## src/hdl/wave_params.svh

```systemverilog
// Constants for the 8-bit waveform timer: offsets, fields, masks, resets, interrupt bits.
// Assumes inclusion by the top module only.
// Contract
// - Nonzero action field routes that channel's compare output onto its pin, except action 1 in PWM modes unless on A with high mode bit.
// - Non-PWM channel A: 0 off, 1 toggle, 2 clear, 3 set on match.
// - Fast PWM A: 1 toggles only with high mode bit; 2/3 match and BOTTOM.
// - Phase correct A: 2 clear up, set down; 3 inverse; 1 toggle if high.
// - Non-PWM channel B: 0 off, 1 toggle, 2 clear, 3 set on match.
// - Fast PWM B: 1 reserved; 2 clear match set BOTTOM; 3 inverse.
// - Phase correct B: 1 reserved; 2 clear up, set down; 3 reverse.
// - Fast PWM, compare equals TOP, action high bit: act at BOTTOM instead.
// - Phase correct, compare equals TOP, action high bit: act at TOP instead.
// - Control bits 3 and 2 always read zero.
// - Low mode bits with high mode bit select sequence, TOP and waveform.
// - Modes 0,1,3 TOP 0xFF; 2,5,7 TOP compare A; 4,6 reserved.
// - Compare update and overflow flag timing follow the mode table.
// - High mode bit is bit 3 of the companion control register.
// - In phase correct modes overflow sets when direction turns at zero.
`ifndef WAVE_PARAMS_SVH
`define WAVE_PARAMS_SVH
`define OFS_CTRL_A 8'hB0
`define OFS_CTRL_B 8'hB1
`define OFS_COUNT 8'hB2
`define OFS_CMP_A 8'hB3
`define OFS_CMP_B 8'hB4
`define OFS_IRQ_STATUS 8'hB8
`define OFS_IRQ_MASK 8'hB9
`define POS_ACT_A 6
`define POS_ACT_B 4
`define POS_MODE_HIGH 3
`define CTRL_A_WMASK 8'hF3
`define CTRL_B_WMASK 8'h08
`define RST_BYTE 8'h00
`define VAL_MAX 8'hFF
`define VAL_BOTTOM 8'h00
`define IRQ_OVF 0
`define IRQ_CMP_A 1
`define IRQ_CMP_B 2
`define IRQ_WMASK 8'h07
`endif

```

## src/hdl/wave_pkg.sv

```systemverilog
// Types for the 8-bit waveform timer.
// Assumes wave_params.svh sits beside it.
package wave_pkg;
    typedef enum logic [2:0] {
        MODE_NORMAL = 3'h0, MODE_PC_FF = 3'h1, MODE_CTC = 3'h2, MODE_FAST_FF = 3'h3,
        MODE_RES4 = 3'h4, MODE_PC_CMP = 3'h5, MODE_RES6 = 3'h6, MODE_FAST_CMP = 3'h7
    } wave_mode_type;
    typedef enum logic [1:0] {
        ACT_OFF = 2'h0, ACT_TOGGLE = 2'h1, ACT_CLEAR = 2'h2, ACT_SET = 2'h3
    } action_type;
    typedef struct packed {
        logic [7:0] address;
        logic read;
        logic write;
        logic [31:0] writedata;
        logic [3:0] byteenable;
    } bus_req_type;
    typedef struct packed {
        logic [31:0] readdata;
        logic waitrequest;
        logic readdatavalid;
    } bus_rsp_type;
    typedef struct packed {
        logic [1:0] out;
        logic [1:0] en;
    } compare_pins_type;
endpackage

```

## src/hdl/compare_channel.sv

```systemverilog
// One compare output channel: decides the next pin level from mode and action.
// Assumes counter, direction and TOP are supplied by the timer core.
`timescale 1ns/1ps
module compare_channel
    import wave_pkg::*;
#(
    parameter bit IS_A = 1'b1
) (
    input wire logic mclk,
    input wire logic rst_n,
    input wire logic [1:0] action,
    input wire wave_mode_type mode,
    input wire logic [7:0] count,
    input wire logic counting_down,
    input wire logic tick_top,
    input wire logic [7:0] top_value,
    input wire logic [7:0] compare,
    output logic pin_level
);
    typedef struct packed {
        logic level;
    } chan_state_type;
    chan_state_type state, next_state;
    logic is_fast, is_pc, match, special;
    always_comb begin
        next_state = state;
        is_fast = (mode == MODE_FAST_FF) || (mode == MODE_FAST_CMP);
        is_pc = (mode == MODE_PC_FF) || (mode == MODE_PC_CMP);
        match = (count == compare);
        special = (compare == top_value) && action[1];
        if (!is_fast && !is_pc) begin
            if (match) begin
                unique case (action)
                    ACT_TOGGLE: next_state.level = ~state.level;
                    ACT_CLEAR: next_state.level = 1'b0;
                    ACT_SET: next_state.level = 1'b1;
                    ACT_OFF: next_state.level = state.level;
                endcase
            end
        end else if (action == ACT_TOGGLE) begin
            // Toggle only on A with high mode bit; B treats it as reserved
            if (IS_A && mode[2] && match) begin
                next_state.level = ~state.level;
            end
        end else if (action[1] && is_fast) begin
            // Level turns as the count wraps, so the pin is already set (action 2) or cleared (action 3) during BOTTOM
            if (tick_top) begin
                next_state.level = ~action[0];
            end else if (match && !special) begin
                next_state.level = action[0];
            end
        end else if (action[1] && is_pc) begin
            if (special) begin
                // Down-counting level at TOP, so a compare at TOP gives full duty with action 2 and zero duty with action 3
                if (tick_top) begin
                    next_state.level = ~action[0];
                end
            end else if (match) begin
                next_state.level = counting_down ? ~action[0] : action[0];
            end
        end
    end
    always_ff @(posedge mclk or negedge rst_n) begin
        if (!rst_n) begin
            state <= '0;
        end else begin
            state <= next_state;
        end
    end
    assign pin_level = state.level;
endmodule // compare_channel

```

## src/hdl/wave_timer.sv

```systemverilog
// 8-bit waveform timer with control, compare and interrupt registers.
// Assumes an Avalon-MM master on mclk; pin direction is handled by the port logic outside.
//
// The implementer's own choice: register access over Avalon-MM.
`timescale 1ns/1ps
`include "wave_params.svh"
module wave_timer
    import wave_pkg::*;
(
    input wire logic mclk,
    input wire logic rst_n,
    input wire bus_req_type bus_req,
    output bus_rsp_type bus_rsp,
    output compare_pins_type pins,
    output logic irq
);
    typedef struct packed {
        logic [7:0] ctrl_a;
        logic mode_high;
        logic [7:0] count;
        logic down;
        logic [7:0] cmp_a_buf;
        logic [7:0] cmp_b_buf;
        logic [7:0] cmp_a;
        logic [7:0] cmp_b;
        logic [2:0] status;
        logic [2:0] mask;
        logic busy;
        bus_rsp_type rsp;
        compare_pins_type pins;
        logic irq;
    } timer_state_type;
    timer_state_type state, next_state;
    wave_mode_type mode;
    logic [7:0] top_value;
    logic [1:0] level;
    logic is_fast, is_pc, at_top, at_bottom, ovf_event;
    logic [2:0] events;
    logic [2:0] clr;
    logic wr, rd;
    logic [7:0] wdata;
    logic [7:0] rdata;

    function automatic logic [7:0] field_byte(input logic [31:0] d);
        field_byte = d[7:0];
    endfunction

    // PWM modes leave action 1 disconnected unless toggling is allowed
    function automatic logic routed(input logic [1:0] act, input logic pwm, input logic tog_ok);
        routed = (act != ACT_OFF) && !(pwm && act == ACT_TOGGLE && !tog_ok);
    endfunction

    assign mode = wave_mode_type'({state.mode_high, state.ctrl_a[1:0]});
    assign is_fast = (mode == MODE_FAST_FF) || (mode == MODE_FAST_CMP);
    assign is_pc = (mode == MODE_PC_FF) || (mode == MODE_PC_CMP);
    // Modes 2,5,7 take TOP from compare A; reserved codes run as full range
    assign top_value = (mode == MODE_CTC || mode == MODE_PC_CMP || mode == MODE_FAST_CMP)
        ? state.cmp_a : `VAL_MAX;
    assign at_top = (state.count == top_value);
    assign at_bottom = (state.count == `VAL_BOTTOM);
    // Write lands on the edge the master sees waitrequest low
    assign wr = bus_req.write && state.busy && bus_req.byteenable[0];
    assign rd = bus_req.read && !state.busy;
    assign wdata = field_byte(bus_req.writedata);

    always_comb begin
        // Overflow moment per mode
        unique case (mode)
            MODE_PC_FF, MODE_PC_CMP: ovf_event = at_bottom && state.down;
            MODE_FAST_CMP: ovf_event = at_top;
            default: ovf_event = (state.count == `VAL_MAX);
        endcase
        events = '0;
        events[`IRQ_OVF] = ovf_event;
        events[`IRQ_CMP_A] = (state.count == state.cmp_a);
        events[`IRQ_CMP_B] = (state.count == state.cmp_b);
        clr = '0;
        if (wr && bus_req.address == `OFS_IRQ_STATUS) begin
            clr = wdata[2:0] & 3'(`IRQ_WMASK);
        end
        rdata = '0;
        unique case (bus_req.address)
            `OFS_CTRL_A: rdata = state.ctrl_a & `CTRL_A_WMASK;
            `OFS_CTRL_B: rdata = {4'h0, state.mode_high, 3'h0};
            `OFS_COUNT: rdata = state.count;
            `OFS_CMP_A: rdata = state.cmp_a_buf;
            `OFS_CMP_B: rdata = state.cmp_b_buf;
            `OFS_IRQ_STATUS: rdata = {5'h00, state.status};
            `OFS_IRQ_MASK: rdata = {5'h00, state.mask};
            default: rdata = '0;
        endcase
    end

    always_comb begin
        next_state = state;
        // Single wait state: a read is taken on the edge where busy is low, a write on the edge where busy is high
        next_state.busy = (bus_req.read || bus_req.write) && !state.busy;
        next_state.rsp.waitrequest = !((bus_req.read || bus_req.write) && !state.busy);
        next_state.rsp.readdatavalid = 1'b0;
        if (rd) begin
            next_state.rsp.readdata = {24'h000000, rdata};
        end
        // Counting sequence
        if (is_pc) begin
            if (!state.down) begin
                if (at_top) begin
                    next_state.down = 1'b1;
                    next_state.count = state.count - 8'h01;
                end else begin
                    next_state.count = state.count + 8'h01;
                end
            end else if (at_bottom) begin
                next_state.down = 1'b0;
                next_state.count = state.count + 8'h01;
            end else begin
                next_state.count = state.count - 8'h01;
            end
        end else begin
            next_state.down = 1'b0;
            next_state.count = at_top ? `VAL_BOTTOM : state.count + 8'h01;
        end
        // Compare buffers reach the comparators per mode
        if ((is_pc && at_top) || (is_fast && at_bottom) || (!is_pc && !is_fast)) begin
            next_state.cmp_a = state.cmp_a_buf;
            next_state.cmp_b = state.cmp_b_buf;
        end
        // Set wins over a simultaneous write-one clear
        next_state.status = (state.status & ~clr) | events;
        if (wr) begin
            unique case (bus_req.address)
                `OFS_CTRL_A: next_state.ctrl_a = wdata & `CTRL_A_WMASK;
                `OFS_CTRL_B: next_state.mode_high = wdata[`POS_MODE_HIGH];
                `OFS_COUNT: next_state.count = wdata;
                `OFS_CMP_A: next_state.cmp_a_buf = wdata;
                `OFS_CMP_B: next_state.cmp_b_buf = wdata;
                `OFS_IRQ_MASK: next_state.mask = wdata[2:0];
                default: next_state.mask = next_state.mask;
            endcase
        end
        next_state.irq = |(next_state.status & next_state.mask);
        next_state.pins.out = level;
        next_state.pins.en[1] = routed(state.ctrl_a[`POS_ACT_A +: 2], is_fast || is_pc,
            state.mode_high);
        next_state.pins.en[0] = routed(state.ctrl_a[`POS_ACT_B +: 2], is_fast || is_pc,
            1'b0);
    end

    always_ff @(posedge mclk or negedge rst_n) begin
        if (!rst_n) begin
            state <= '0;
            state.rsp.waitrequest <= 1'b1;
        end else begin
            state <= next_state;
        end
    end

    compare_channel #(.IS_A(1'b1)) chan_a (
        .mclk(mclk), .rst_n(rst_n), .action(state.ctrl_a[`POS_ACT_A +: 2]), .mode(mode),
        .count(state.count), .counting_down(state.down), .tick_top(at_top),
        .top_value(top_value), .compare(state.cmp_a), .pin_level(level[1])
    );
    compare_channel #(.IS_A(1'b0)) chan_b (
        .mclk(mclk), .rst_n(rst_n), .action(state.ctrl_a[`POS_ACT_B +: 2]), .mode(mode),
        .count(state.count), .counting_down(state.down), .tick_top(at_top),
        .top_value(top_value), .compare(state.cmp_b), .pin_level(level[0])
    );

    assign bus_rsp = state.rsp;
    assign pins = state.pins;
    assign irq = state.irq;
endmodule // wave_timer

```

## config.mk

```make
export PLATFORM = sky130hd
export DESIGN_NAME = wave_timer
export DESIGN_NICKNAME = d
export VERILOG_FILES = /design/src/hdl/wave_pkg.sv /design/src/hdl/compare_channel.sv /design/src/hdl/wave_timer.sv
export VERILOG_INCLUDE_DIRS = /design/src /design/src/hdl
export SDC_FILE = /design/constraint.sdc
export NUM_CORES = 1
export LEC_CHECK = 0
export BUFFER_PORTS_ARGS = -buffer_cell sky130_fd_sc_hd__buf_2
export CAP_MARGIN = 40
export CORE_MARGIN = 1
export CORE_UTILIZATION = 43
export CTS_CLUSTER_DIAMETER = 80
export DETAILED_ROUTE_END_ITERATION = 16
export SKIP_LAST_GASP = 1
export SYNTH_ARGS = -nofsm -noshare
export SYNTH_HDL_FRONTEND = slang
export SYNTH_SLANG_ARGS = --single-unit
```

## constraint.sdc

```tcl
create_clock -name mclk -period 4.2 [get_ports mclk]
set_clock_uncertainty 0.05 [all_clocks]
set_input_delay 1.26 -clock mclk [delete_from_list [all_inputs] [get_ports mclk]]
set_output_delay 1.26 -clock mclk [all_outputs]
set_load 0.03 [all_outputs]
```

# [Word level (Yosys, flattened, before mapping)]
# Index checks and enable logic that the tools add are counted.
[totals] register_bits=71 in_bits=48 out_inout_bits=39 elab_cells=159
[classes] mux=40 reduce_logical=57 n_eq_ne=34 bitwise=8 n_addsub=2
[op_table] operator="$eq 8x8->1 const B" n=8
[op_table] operator="$pmux 8 s7" n=1
[op_table] operator="$mux 8" n=6
[op_table] operator="$eq 8x8->1" n=5
[op_table] operator="$mux 1" n=25
[op_table] operator="$logic_and 1x1->1" n=23
[op_table] operator="$mux 9" n=2
[op_table] operator="$reduce_and 7->1" n=2
[op_table] operator="$ne 5x5->1 const B" n=2
[op_table] operator="$logic_not 1->1" n=9
[op_table] operator="$mux 3" n=3
[op_table] operator="$add 8x1->8 const B" n=1
[op_table] operator="$eq 2x2->1 const B" n=4
[op_table] operator="$logic_not 8->1" n=1
[op_table] operator="$logic_or 1x1->1" n=8
[op_table] operator="$ne 4x4->1 const B" n=2
[op_table] operator="$reduce_and 2->1" n=4
[op_table] operator="$reduce_bool 4->1" n=2
[op_table] operator="$sub 8x1->8 const B" n=1
[op_table] operator="$and 3x3->3" n=2
[op_table] operator="$eq 3x2->1 const B" n=2
[op_table] operator="$eq 3x3->1 const B" n=2
[op_table] operator="$ne 2x2->1 const B" n=3
[op_table] operator="$pmux 1 s3" n=2
[op_table] operator="13 further kinds" n=21

# [Logic depth before layout (Yosys ltp)]
# Gate-level depths: netlist of run 1.
[depth] ltp_word=13 ltp_mapped=10 depth_no_buf=8

# [Modules after synthesis]
# A second synthesis of run 1 with hierarchy kept.
[hier_totals] cells_unflattened=505 area_unflattened_um2=4903.5
[modules_own_cells] mod="wave_timer" cells_per_inst=413 area_per_inst_um2=4186.5 instances=1
[modules_own_cells] mod="compare_channel (chan_a)" cells_per_inst=49 area_per_inst_um2=382.9 instances=1
[modules_own_cells] mod="compare_channel (chan_b)" cells_per_inst=43 area_per_inst_um2=334.1 instances=1

# [Least setup slack after synthesis of run 1]
# OpenSTA, ideal clock, no wires.
[synth_path] path_kind="input -> register" startpoint="in bus_req[44] (netlist name)" endpoint="reg state[83] (netlist name)" required_ps=4067 setup_ps=83 n_path_buf=1 cell_stages=7 arrival_ps=2817 path_slack_ps=1250 path_cell_list="nand4b_1 or4_1 clkbuf_1 nor3_1 and2_1 a31oi_1 o21ai_0"
[synth_rtl] element="start, declared" line_no="wave_timer.sv:12" text="input wire bus_req_type bus_req,"
[synth_rtl] element="end signal, assigned" line_no="wave_timer.sv:153" text="state <= next_state;"
[synth_rtl] element="end, declared" line_no="wave_timer.sv:33" text="timer_state_type state, next_state;"

# [Worst setup path in the final report of run 1]
[layout_path] startpoint="reg state, in the netlist mode[2]" endpoint="reg state[46] (netlist name)"
[layout_via] elab_chain_len=8 word_cells_on_any_way=18 classes_between="eq/ne: 6; mux: 1; reduce/logical: 11"
[layout_rtl] element="$eq 3x2->1 / $eq 3x3->1 (equally long branches)" line_no="wave_timer.sv:57, wave_timer.sv:55"
[layout_rtl] element="$logic_or 1x1->1 (2 in a row)" line_no="wave_timer.sv:57" text="assign top_value = (mode == MODE_CTC || mode == MODE_PC_CMP || mode == MODE_FAST_CMP)"
[layout_rtl] element="$mux 8 (no line)"
[layout_rtl] element="$eq 8x8->1" line_no="wave_timer.sv:59" text="assign at_top = (state.count == top_value);"
[layout_rtl] element="$logic_and 1x1->1" line_no="wave_timer.sv:123" text="if ((is_pc && at_top) || (is_fast && at_bottom) || (!is_pc && !is_fast)) begin"
[layout_rtl] element="$logic_or 1x1->1" line_no="wave_timer.sv:123"
[layout_rtl] element="$logic_or 1x1->1 *" line_no="wave_timer.sv:123"
# Every way passes the cells marked *; elsewhere a longest branch is shown, timed or not.
# A chain may end at the register's enable or synchronous reset.

==> metrics.md, run 1 <==
| Metric | Value |
|---|---|
| Final layout net count | `546` |
| Crit Reg-Reg Endpoint | `state[46]` |
| Cell row count | `37` |
| Final min period | `3.35 ns` |
| Worst R2R Path Depth | `8` |
| Worst hold stages | `0` |
| CTS tree | `done` |
| Crit path cell chain | `or3b_1 -> a2111oi_0 -> a31oi_1 -> a22oi_2 -> nand2_2 -> o211ai_2 -> buf_4 -> mux2_2` |
| Top post-synthesis cells by area | `dfrtp_1, mux2_2, buf_4` |
| Slowest Stage Delay on Critical Path | `0.59 ns` |
| Post-Synthesis Cells | `487` |
| Fraction of layout cells with a size suffix above 1 | `0.186` |
| Failing checks | `DRC` |
| Hold Path Origin | `chan_a.pin_level` |
| Largest net degree at the start of global routing | `50` |
| Vias in the first global route | `3,347` |
| Seq/Total Area, Yosys | `0.391` |
| Initial DRC count | `290` |
| DR DRC count | `2` |
| Total CTS buffers | `9` |
| Die Span X | `105 um` |
| Most common cell after layout, fill and taps aside | `dfrtp_1` |
| ANT nets after route | `0` |
| RSZ-0062 raised after global routing | `no` |
| Initial Util | `0.442` |
| Max Root-Sink Buffers | `2` |
| Setup Buffers After CTS | `0` |
| Hold slack | `0.369 ns` |
| Cts hold-fix bufs | `0` |
| Final setup violating endpoints | `0` |
| Reg2reg setup slack | `0.85 ns` |
| FMAX | `298 MHz` |
| VDD IR max | `0.000215 V` |
| Synth Flop Type | `dfrtp_1` |
| Critical Path AT | `3.54 ns` |
| CTS H-tree depth | `3` |
| Placer Congestion | `0.897` |
| Total gr overflow | `0` |
| Die height | `105 um` |
| Most frequent cells in the layout | `dfrtp_1, nand2_1, buf_2` |
| Total GRT Usage | `0.225` |
| Mapped Avg Cell Area | `9.33 um2` |
| CP max FO | `21` |
| Min-delay worst type | `reg2reg` |
| Top cell type's share of synthesized area | `0.385` |
| Leak | `0.00223 uW` |
| #FFs+latches synth | `71` |
| EDFF count, synth | `0` |
| Clock-pin transition on the worst setup and hold timing paths | `0.08 ns` |
| Fin Setup TNS | `0 ns` |
| Yosys cell types | `69` |
| Root buf cell | `clkbuf_8` |
| PwrDens | `391 nW/um2` |
| Maxcap violations | `0` |
| Final worst slack | `0.847 ns` |
| Post-CTS resize count | `0` |
| Critical path's slowest cell | `or3b_1` |
| Via density | `5.83` |
| Startpoint types | `register` |
| Wire per inst | `18.8 um` |
| Worst slew margin | `0.525` |
| Hold path endpoint | `pins[3]` |
| Area growth, synth to finish | `6.69%` |
| Asr flop ratio synth | `1.00` |
| CP endpoint kind | `register` |
| Core ar. | `10,300 um2` |
| Io pins | `87` |
| Post-Syn Area | `4550 um2` |
| Via count | `3,707` |
| Synth warnings | `0` |
| Fin. Hold Viols | `0` |
| Worst path required time | `4.39 ns` |
| Status | `complete, but fails checks` |
| DPL Wire Length | `8730 um` |
| FF-to-FF Start | `mode[2]` |
| First-pass GRT wire length | `18,800 um` |
| WL final | `12,000 um` |
| Die area | `11,000 um2` |
| Slew @ Worst Pin | `0.712 ns` |
| Fin. max-slew vios | `0` |
| Port buffer count | `34` |
| 1st-pass router iterations | `11` |
| TritonCTS Sinks | `71` |
| Crit path kind | `reg2reg` |
| Initial antenna violation count | `0` |
| Antenna diodes | `0` |
| Clk_lat worst skew | `0.36 ns` |
| Cell taking the most area after synthesis | `dfrtp_1` |
| Place WS | `0.750 ns` |
| Crit share post-route | `0.798` |
==> synth_stat cells (all sizes together), types with 8 or more instances <==
cell type   n
buf        45
mux2       39
nand4       8
and2        9
mux2i       9
a21oi      20
o21ai      28
nor3       12
nand3      14
nor2b       8
clkbuf     21
nand2      50
xnor2      14
dfrtp      70
inv        17
nor2       21
==> logic make-up after synthesis <==
kind of cell	Yosys count	synth area share
xor gates and xnor gates	21	0.0405
muxes	48	0.116
other	1	0.000825
adders and majority gates	3	0.00826
buffers and inverters	83	0.104
and+or+nand+nor	150	0.166
AOI/OAI and AO/OA	110	0.172
DFF	71	0.391
==> per-layer routing <==
layer	global-route usage	wire, um	vias up	share of wire
li1	-	-	1706	-
met1	0.322	5580	1853	0.47
met2	0.344	5550	126	0.46
met3	0.0331	565	22	0.047
met4	0.0825	267	0	0.022
met5	0	0	-	0
==> sequential cells by signal, summed over array words and instances, names as in the netlist <==
| register | flops |
|---|---|
| bus_rsp | 9 |
| irq | 1 |
| state | 52 |
| pins | 4 |
| chan_b.pin_level | 1 |
| chan_a.pin_level | 1 |
| mode | 3 |
==> worst max-delay path, delay by kind of cell (launching register included) <==
kind | cells | cell delay, ns
muxes | 1 | 0.37
buffers and inverters | 1 | 0.30
DFF | 1 | 0.50
and+or+nand+nor | 2 | 0.82
AOI/OAI and AO/OA | 4 | 1.19
==> power by group <==
| part | internal (uW) | switching, uW | total (uW) |
|---|---|---|---|
| combinational | 162 | 228 | 390 |
| clock | 342 | 295 | 638 |
| sequential | 723 | 144 | 868 |
| total | 1230 | 668 | 1900 |
==> per-stage QoR <==
step	util	power (uW)	cells	instance area (um2)
floorplan	-	1150	511	4640
global placement	0.447	1240	619	4600
detailed placement	0.450	1260	620	4630
CTS	0.472	1900	636	4850
global route	0.472	1970	636	4850
finish	0.472	1900	636	4850
==> worst max-delay path by stage <==
stage | slack [ns] | from | depth (start not counted) | endpoint
after detailed placement | 0.75 | bus_req[44] | 8 | state[82]
after floorplan | 1.25 | bus_req[44] | 7 | state[83]
final | 0.85 | mode[2] | 8 | state[46]
after global routing | 0.71 | mode[2] | 8 | state[51]
after global placement | 0.81 | bus_req[44] | 8 | state[82]
after CTS | 0.90 | mode[2] | 8 | state[46]
==> final cells by class <==
type	count	area, um2
Timing Repair Buffer	39	230
Sequential cell	71	1780
Clock inverter	7	100
Fill cell	984	5430
Inverter	17	63.8
Clock buffer	9	124
Tap cell	136	170
Multi-Input combinational cell	357	2380
(Power assumes the default switching activity.)
==> inputs of run 2 (changes only) <==
ABC_AREA = 1   (was not set)
clock period = 3.5 ns   (was 4.2 ns; I/O delays follow)
==> metrics.md, run 2 <==
| Metric | Value |
|---|---|
| Largest net degree at the start of global routing | `35 (-30%)` |
| Reg with most FFs | `state` |
| Yosys cell types | `44 (-36%)` |
| FF-to-FF Start | `mode[0]` |
| Final layout net count | `686 (+26%)` |
| Slowest Stage Delay on Critical Path | `0.50 ns (-0.09 ns)` |
| Critical path's slowest cell | `or2_1` |
| Clock-pin transition on the worst setup and hold timing paths | `0.08 ns (about the same)` |
| P_sw | `825 uW (+24%)` |
| Fin. max-slew vios | `0 (unchanged)` |
| Port buffer count | `34 (unchanged)` |
| Seq/Total Area, Yosys | `0.393 (+0.00206)` |
| DR DRC count | `0 (-2)` |
| Worst hold stages | `0 (unchanged)` |
| Place WS | `0.753 ns (+0.00305 ns)` |
| First-pass GRT wire length | `19,100 um (+1.3%)` |
| Crit path kind | `in2reg` |
| Initial Util | `0.440 (-0.00231)` |
| #FFs+latches synth | `71 (unchanged)` |
| Root buf cell | `clkbuf_8` |
| Leak | `0.00230 uW (+3.2%)` |
| Count leader, synth | `nand2_1` |
| DPL Wire Length | `9080 um (+4.1%)` |
| ANT nets after route | `0 (unchanged)` |
| Total CTS buffers | `9 (unchanged)` |
| Clk_lat worst skew | `0.35 ns (about the same)` |
| Maxcap violations | `0 (unchanged)` |
| Top post-synthesis cells by area | `dfrtp_1, nand2_1, inv_1` |
| Clk network pwr share | `0.280 (-0.056)` |
| WL final | `11,800 um (-1.1%)` |
| Antenna diodes | `0 (unchanged)` |
| Fraction of layout cells with a size suffix above 1 | `0.120 (-0.0657)` |
| FMAX | `420 MHz` |
| Reg2reg setup slack | `1.15 ns (+0.30 ns)` |
| Post-Synthesis Cells | `616 (+26%)` |
| Initial antenna violation count | `0 (unchanged)` |
| Most frequent cells in the layout | `nand2_1, inv_1, dfrtp_1` |
| Final min period | `2.38 ns` |
| Wire per inst | `15.2 um (-19%)` |
| Synth Flop Type | `dfrtp_1` |
| EDFF count, synth | `0 (unchanged)` |
| Min-delay worst type | `reg2reg` |
| Cell taking the most area after synthesis | `dfrtp_1` |
| RSZ-0062 raised after global routing | `no` |
| VDD IR max | `0.000193 V (-10%)` |
| 1st-pass router iterations | `6 (-5)` |
| Register share of total power | `0.477 (+0.019)` |
| Post-Syn Area | `4520 um2 (-0.52%)` |
| Die height | `105 um (-0.26%)` |
| Max reg flops | `52 (unchanged)` |
| Startpoint types | `input port` |
| Fin. Hold Viols | `0 (unchanged)` |
| CP max FO | `16 (-24%)` |
| Initial DRC count | `335 (+16%)` |
| CTS tree | `done` |
| Switching fraction of total power | `0.387 (+0.0349)` |
| Asr flop ratio synth | `1.00 (unchanged)` |
| Cts hold-fix bufs | `0 (unchanged)` |
| Top cell type's share of synthesized area | `0.387 (+0.00203)` |
| Io pins | `87 (unchanged)` |
| Synth top cells by count | `nand2_1, inv_1, dfrtp_1` |
| Die area | `10,900 um2 (-0.51%)` |
| Hold Path Origin | `chan_b.pin_level` |
| Most common cell after layout, fill and taps aside | `nand2_1` |
| Placer Congestion | `0.882 (-1.7%)` |
| Cell Int Power | `1310 uW (+6.4%)` |
| Via count | `3,919 (+5.7%)` |
| Crit share post-route | `0.680` |
| Max Root-Sink Buffers | `2 (unchanged)` |
| Total GRT Usage | `0.229 (+0.00403)` |
| Total gr overflow | `0 (unchanged)` |
| Final setup violating endpoints | `0 (unchanged)` |
| Setup Buffers After CTS | `0 (unchanged)` |
| CP endpoint kind | `register` |
| CTS H-tree depth | `3 (unchanged)` |
| Vias in the first global route | `3,683 (+10%)` |
| Fin Setup TNS | `0 ns (unchanged)` |
| Slew @ Worst Pin | `0.622 ns (-0.0896 ns)` |
| Crit path cell chain | `buf_2 -> nor2_1 -> nand3_1 -> inv_1 -> nand4_2 -> or2_1 -> nand2_1 -> o21ai_0` |
| Status | `completed` |
| Cell row count | `37 (unchanged)` |
| Worst slew margin | `0.581 (+0.0559)` |
| Core ar. | `10,300 um2 (unchanged)` |
| Die Span X | `105 um (-0.26%)` |
| Mapped Avg Cell Area | `7.34 um2 (-21%)` |
| Synth warnings | `0 (unchanged)` |
| Post-CTS resize count | `0 (unchanged)` |
| Worst R2R Path Depth | `10 (+2)` |
| Via density | `5.05 (-13%)` |
| Crit Reg-Reg Endpoint | `state[84]` |
| Final worst slack | `1.12 ns (+0.275 ns)` |
| TritonCTS Sinks | `71 (unchanged)` |
| Hold path endpoint | `pins[2]` |
| Critical Path AT | `2.55 ns (-0.99 ns)` |
| Worst path required time | `3.67 ns (-0.72 ns)` |
| PwrDens | `443 nW/um2 (+13%)` |
| Comb pwr share | `0.243 (+0.037)` |
| Area growth, synth to finish | `6.34%` |
-- run 2: changes by cell type after synthesis, moves of 11 or more --
cell and delta:
o21ai_1 +16, xnor2_1 -13, clkbuf_1 -15, mux2_2 -29, nand4_1 +16, nand2_1 +118
nand3_1 +18, a21oi_1 -11, inv_1 +68, o21ai_0 +22
-- run 2: layout make-up --
type	instances	area, um2
clock inverters	6	45.0
clock buffers	10	128
well taps	136	170
flip-flops and latches	71	1780
repair buffers	40	235
inverters	88	335
multi-input cells	425	2120
fillers	1082	5470
-- run 2: worst max-delay path: cells and delay by family --
kind / cells / cell delay (ns)
buf+inv: 2 / 0.28
compound gates: 1 / 0.09
simple gates: 5 / 1.14
-- run 2: routing by layer --
metal / vias to the layer above / GRT usage / wire, um
li1: 1961 / - / -
met3: 17 / 0.0306 / 537
met2: 128 / 0.362 / 5460
met5: - / 0 / 0
met4: 0 / 0.0959 / 268
met1: 1813 / 0.314 / 5560
-- run 2: metrics by stage --
step	hold slack [ns]	power, uW	area, um2	cells	util
after floorplan	0.304	1410	4610	640	-
after global placement	0.331	1530	4620	759	0.450
after detailed placement	0.330	1540	4640	760	0.451
after CTS	0.350	2140	4810	776	0.468
after global routing	0.376	2250	4810	776	0.468
final	0.341	2130	4810	776	0.468
-- run 2: power by group through the flow --
| stage | clock [uW] | combinational (uW) | sequential [uW] |
|---|---|---|---|
| global route | 646 | 579 | 1020 |
| global placement | 0 | 506 | 1030 |
| detailed placement | 0 | 515 | 1030 |
| floorplan | 0 | 495 | 913 |
| finish | 597 | 518 | 1020 |
| CTS | 613 | 518 | 1010 |
-- run 2: worst max-delay path by stage --
stage,to,depth (start not counted),slack (ns),from
2_1_floorplan,state[75],10,1.05,bus_req[45]
3_3_place_gp,irq,8,0.81,bus_req[44]
3_5_place_dp,state[71],8,0.75,bus_req[44]
4_1_cts,state[71],8,1.13,bus_req[44]
5_1_grt,irq,8,0.84,bus_req[44]
6_report,state[71],8,1.12,bus_req[44]
-- run 2: logic make-up (layout without fill, tap and decap cells) --
logic type               Yosys count  after routing  synth area share
adder cells (fa/ha/maj)            3              3           0.00830
other                              1             25          0.000829
buffers and inverters            144            144             0.159
AND/OR/NAND/NOR                  279            279             0.277
flip-flops                        71             71             0.393
multiplexers                       1              1           0.00221
XOR/XNOR                          16             16            0.0310
AO/OA/AOI/OAI                    101            101             0.129
==> inputs of run 3 (changes only) <==
clock period = 2.2 ns   (was 3.5 ns; I/O delays follow)
==> metrics.md, run 3 (synthesis gave the netlist of run 2 again) <==
| Metric | Value |
|---|---|
| TritonCTS Sinks | `71 (unchanged)` |
| Via count | `4,079 (+4.1%)` |
| Final setup violating endpoints | `0 (unchanged)` |
| Cells after DPL | `781 (+2.8%)` |
| Placer Congestion | `0.898 (+1.8%)` |
| Crit path kind | `reg2reg` |
| Io pins | `87 (unchanged)` |
| P_sw | `1320 uW (+59%)` |
| Wire per inst | `15.6 um (+2.4%)` |
| Switching fraction of total power | `0.354 (-0.0327)` |
| Root buf cell | `clkbuf_8` |
| Met1 usage | `0.303 (-0.0111)` |
| Area growth, synth to finish | `13.2%` |
| Initial DRC count | `245 (-27%)` |
| Fraction of layout cells with a size suffix above 1 | `0.160 (+0.0401)` |
| Crit share post-route | `0.958` |
| Register share of total power | `0.411 (-0.066)` |
| Overall Power | `3710 uW (+74%)` |
| Placed cell areas | `4810 um2 (+3.8%)` |
| Critical Path AT | `2.28 ns (-0.27 ns)` |
| Status | `completed` |
| Die Span X | `105 um (unchanged)` |
| Crit Reg-Reg Endpoint | `state[56]` |
| Clock-pin transition on the worst setup and hold timing paths | `0.09 ns (about the same)` |
| Max reg flops | `52 (unchanged)` |
| Core ar. | `10,300 um2 (unchanged)` |
| Maxcap violations | `0 (unchanged)` |
| Final core occ | `0.498 (+0.0302)` |
| Leak | `0.00251 uW (+9.2%)` |
| Vias in the first global route | `3,791 (+2.9%)` |
| Most common cell after layout, fill and taps aside | `nand2_1` |
| Initial Util | `0.440 (unchanged)` |
| CTS tree | `done` |
| VDD IR max | `0.000338 V (+75%)` |
| Final min period | `2.11 ns` |
| FMAX | `474 MHz` |
| Min-delay worst type | `in2async` |
| Worst path required time | `2.38 ns (-1.29 ns)` |
| DR DRC count | `0 (unchanged)` |
| Met2 global-route usage | `0.392 (+0.0298)` |
| Initial antenna violation count | `0 (unchanged)` |
| 1st-pass router iterations | `5 (-1)` |
| Largest net degree at the start of global routing | `33 (-5.7%)` |
| Max Root-Sink Buffers | `2 (unchanged)` |
| CP startpoint | `mode[2]` |
| Antenna diodes | `0 (unchanged)` |
| Port buffer count | `34 (unchanged)` |
| Total CTS buffers | `9 (unchanged)` |
| Cell Int Power | `2400 uW (+83%)` |
| Fin. Hold Viols | `0 (unchanged)` |
| Clk_lat worst skew | `0.36 ns (about the same)` |
| Reg2reg setup slack | `0.09 ns (-1.06 ns)` |
| Non-Filler Instances | `803 (+3.5%)` |
| Cell row count | `37 (unchanged)` |
| FF-to-FF Start | `mode[2]` |
| Comb pwr share | `0.280 (+0.037)` |
| DPL Wire Length | `9490 um (+4.5%)` |
| ANT nets after route | `0 (unchanged)` |
| Fin. max-slew vios | `0 (unchanged)` |
| Via density | `5.08 (+0.58%)` |
| Cell area after layout | `5120 um2 (+6.5%)` |
| WL final | `12,500 um (+5.9%)` |
| Die height | `105 um (unchanged)` |
| First-pass GRT wire length | `19,300 um (+1.2%)` |
| Fin Setup TNS | `0 ns (unchanged)` |
| Reg with most FFs | `state` |
| Startpoint types | `register` |
| CP endpoint kind | `register` |
| Total GRT Usage | `0.234 (+0.00485)` |
| PwrDens | `725 nW/um2 (+64%)` |
| Worst R2R Path Depth | `15 (+5)` |
| Die area | `10,900 um2 (unchanged)` |
| Total gr overflow | `0 (unchanged)` |
| Clk network pwr share | `0.310 (+0.030)` |
| CP max FO | `32 (+16)` |
| GRT met3 Usage | `0.0318 (+0.00125)` |
| Gr busiest metal | `met2` |
| Final layout net count | `713 (+3.9%)` |
| Most frequent cells in the layout | `nand2_1, inv_1, dfrtp_1` |
| CTS H-tree depth | `3 (unchanged)` |
==> run 3: changes by cell type in the layout (fill, tap and decap cells not counted), sizes merged <==
cell,delta
buf,+24
bufinv,+2
clkbuf,+2
clkinvlp,-1
inv,-2
nand2,+2
==> run 3: layer usage <==
metal  wire length (um)  vias to the layer above  part of all wire
met3                605                       16             0.048
met4                208                        0             0.017
met5                  0                        -                 0
li1                   -                     2026                 -
met1               5640                     1904              0.45
met2               6080                      133              0.49
==> run 3: repair_timing <==
item | CTS | global route
setup endpoints to repair | 0 | 5
hold buffers | 0 | 0
setup buffers | 0 | 3
resized for setup | 0 | 7
==> run 3: worst max-delay path by stage <==
stage / cells after the start / slack, ns / endpoint
3_3_place_gp: 10 / -0.08 / bus_rsp[9]
2_1_floorplan: 10 / 0.14 / state[75]
4_1_cts: 13 / 0.05 / state[84]
6_report: 15 / 0.09 / state[56]
5_1_grt: 15 / -0.004 / state[56]
3_5_place_dp: 10 / -0.15 / bus_rsp[9]
==> run 3: worst max-delay path, stage by stage, from the launching register on <==
cell and delay, ns:
dfrtp_1 0.39, inv_2 0.12, nand2_4 0.09, buf_12 0.15, nand2_4 0.07, inv_2 0.05, nand2_1 0.06, nand2_1 0.06
nor2_2 0.13, nand2_2 0.09, nor2_4 0.16, buf_4 0.14, o22ai_2 0.07, buf_12 0.18, nand2_1 0.07, o21ai_1 0.07
==> run 3: cell type report <==
type                    count  area [um2]
fillers                  1039        5160
clock buffers              11         131
well taps                 136         170
repair buffers             65         458
inverters                  88         335
multi-input cells         427        2160
flip-flops and latches     71        1780
clock inverters             5        83.8
==> run 3: stage by stage <==
| step | worst slack, ns | hold WS [ns] |
|---|---|---|
| after global routing | -0.00398 | 0.226 |
| after detailed placement | -0.145 | 0.353 |
| after CTS | 0.0495 | 0.215 |
| after floorplan | 0.142 | 0.304 |
| final | 0.0922 | 0.198 |
| after global placement | -0.0778 | 0.330 |
==> run 3: power by group through the flow <==
stage	logic [uW]	registers, uW	clock network (uW)
6_report	1040	1530	1150
5_1_grt	1150	1530	1230
4_1_cts	1030	1520	1170
3_5_place_dp	1020	1550	0
3_3_place_gp	1010	1540	0
2_1_floorplan	787	1450	0
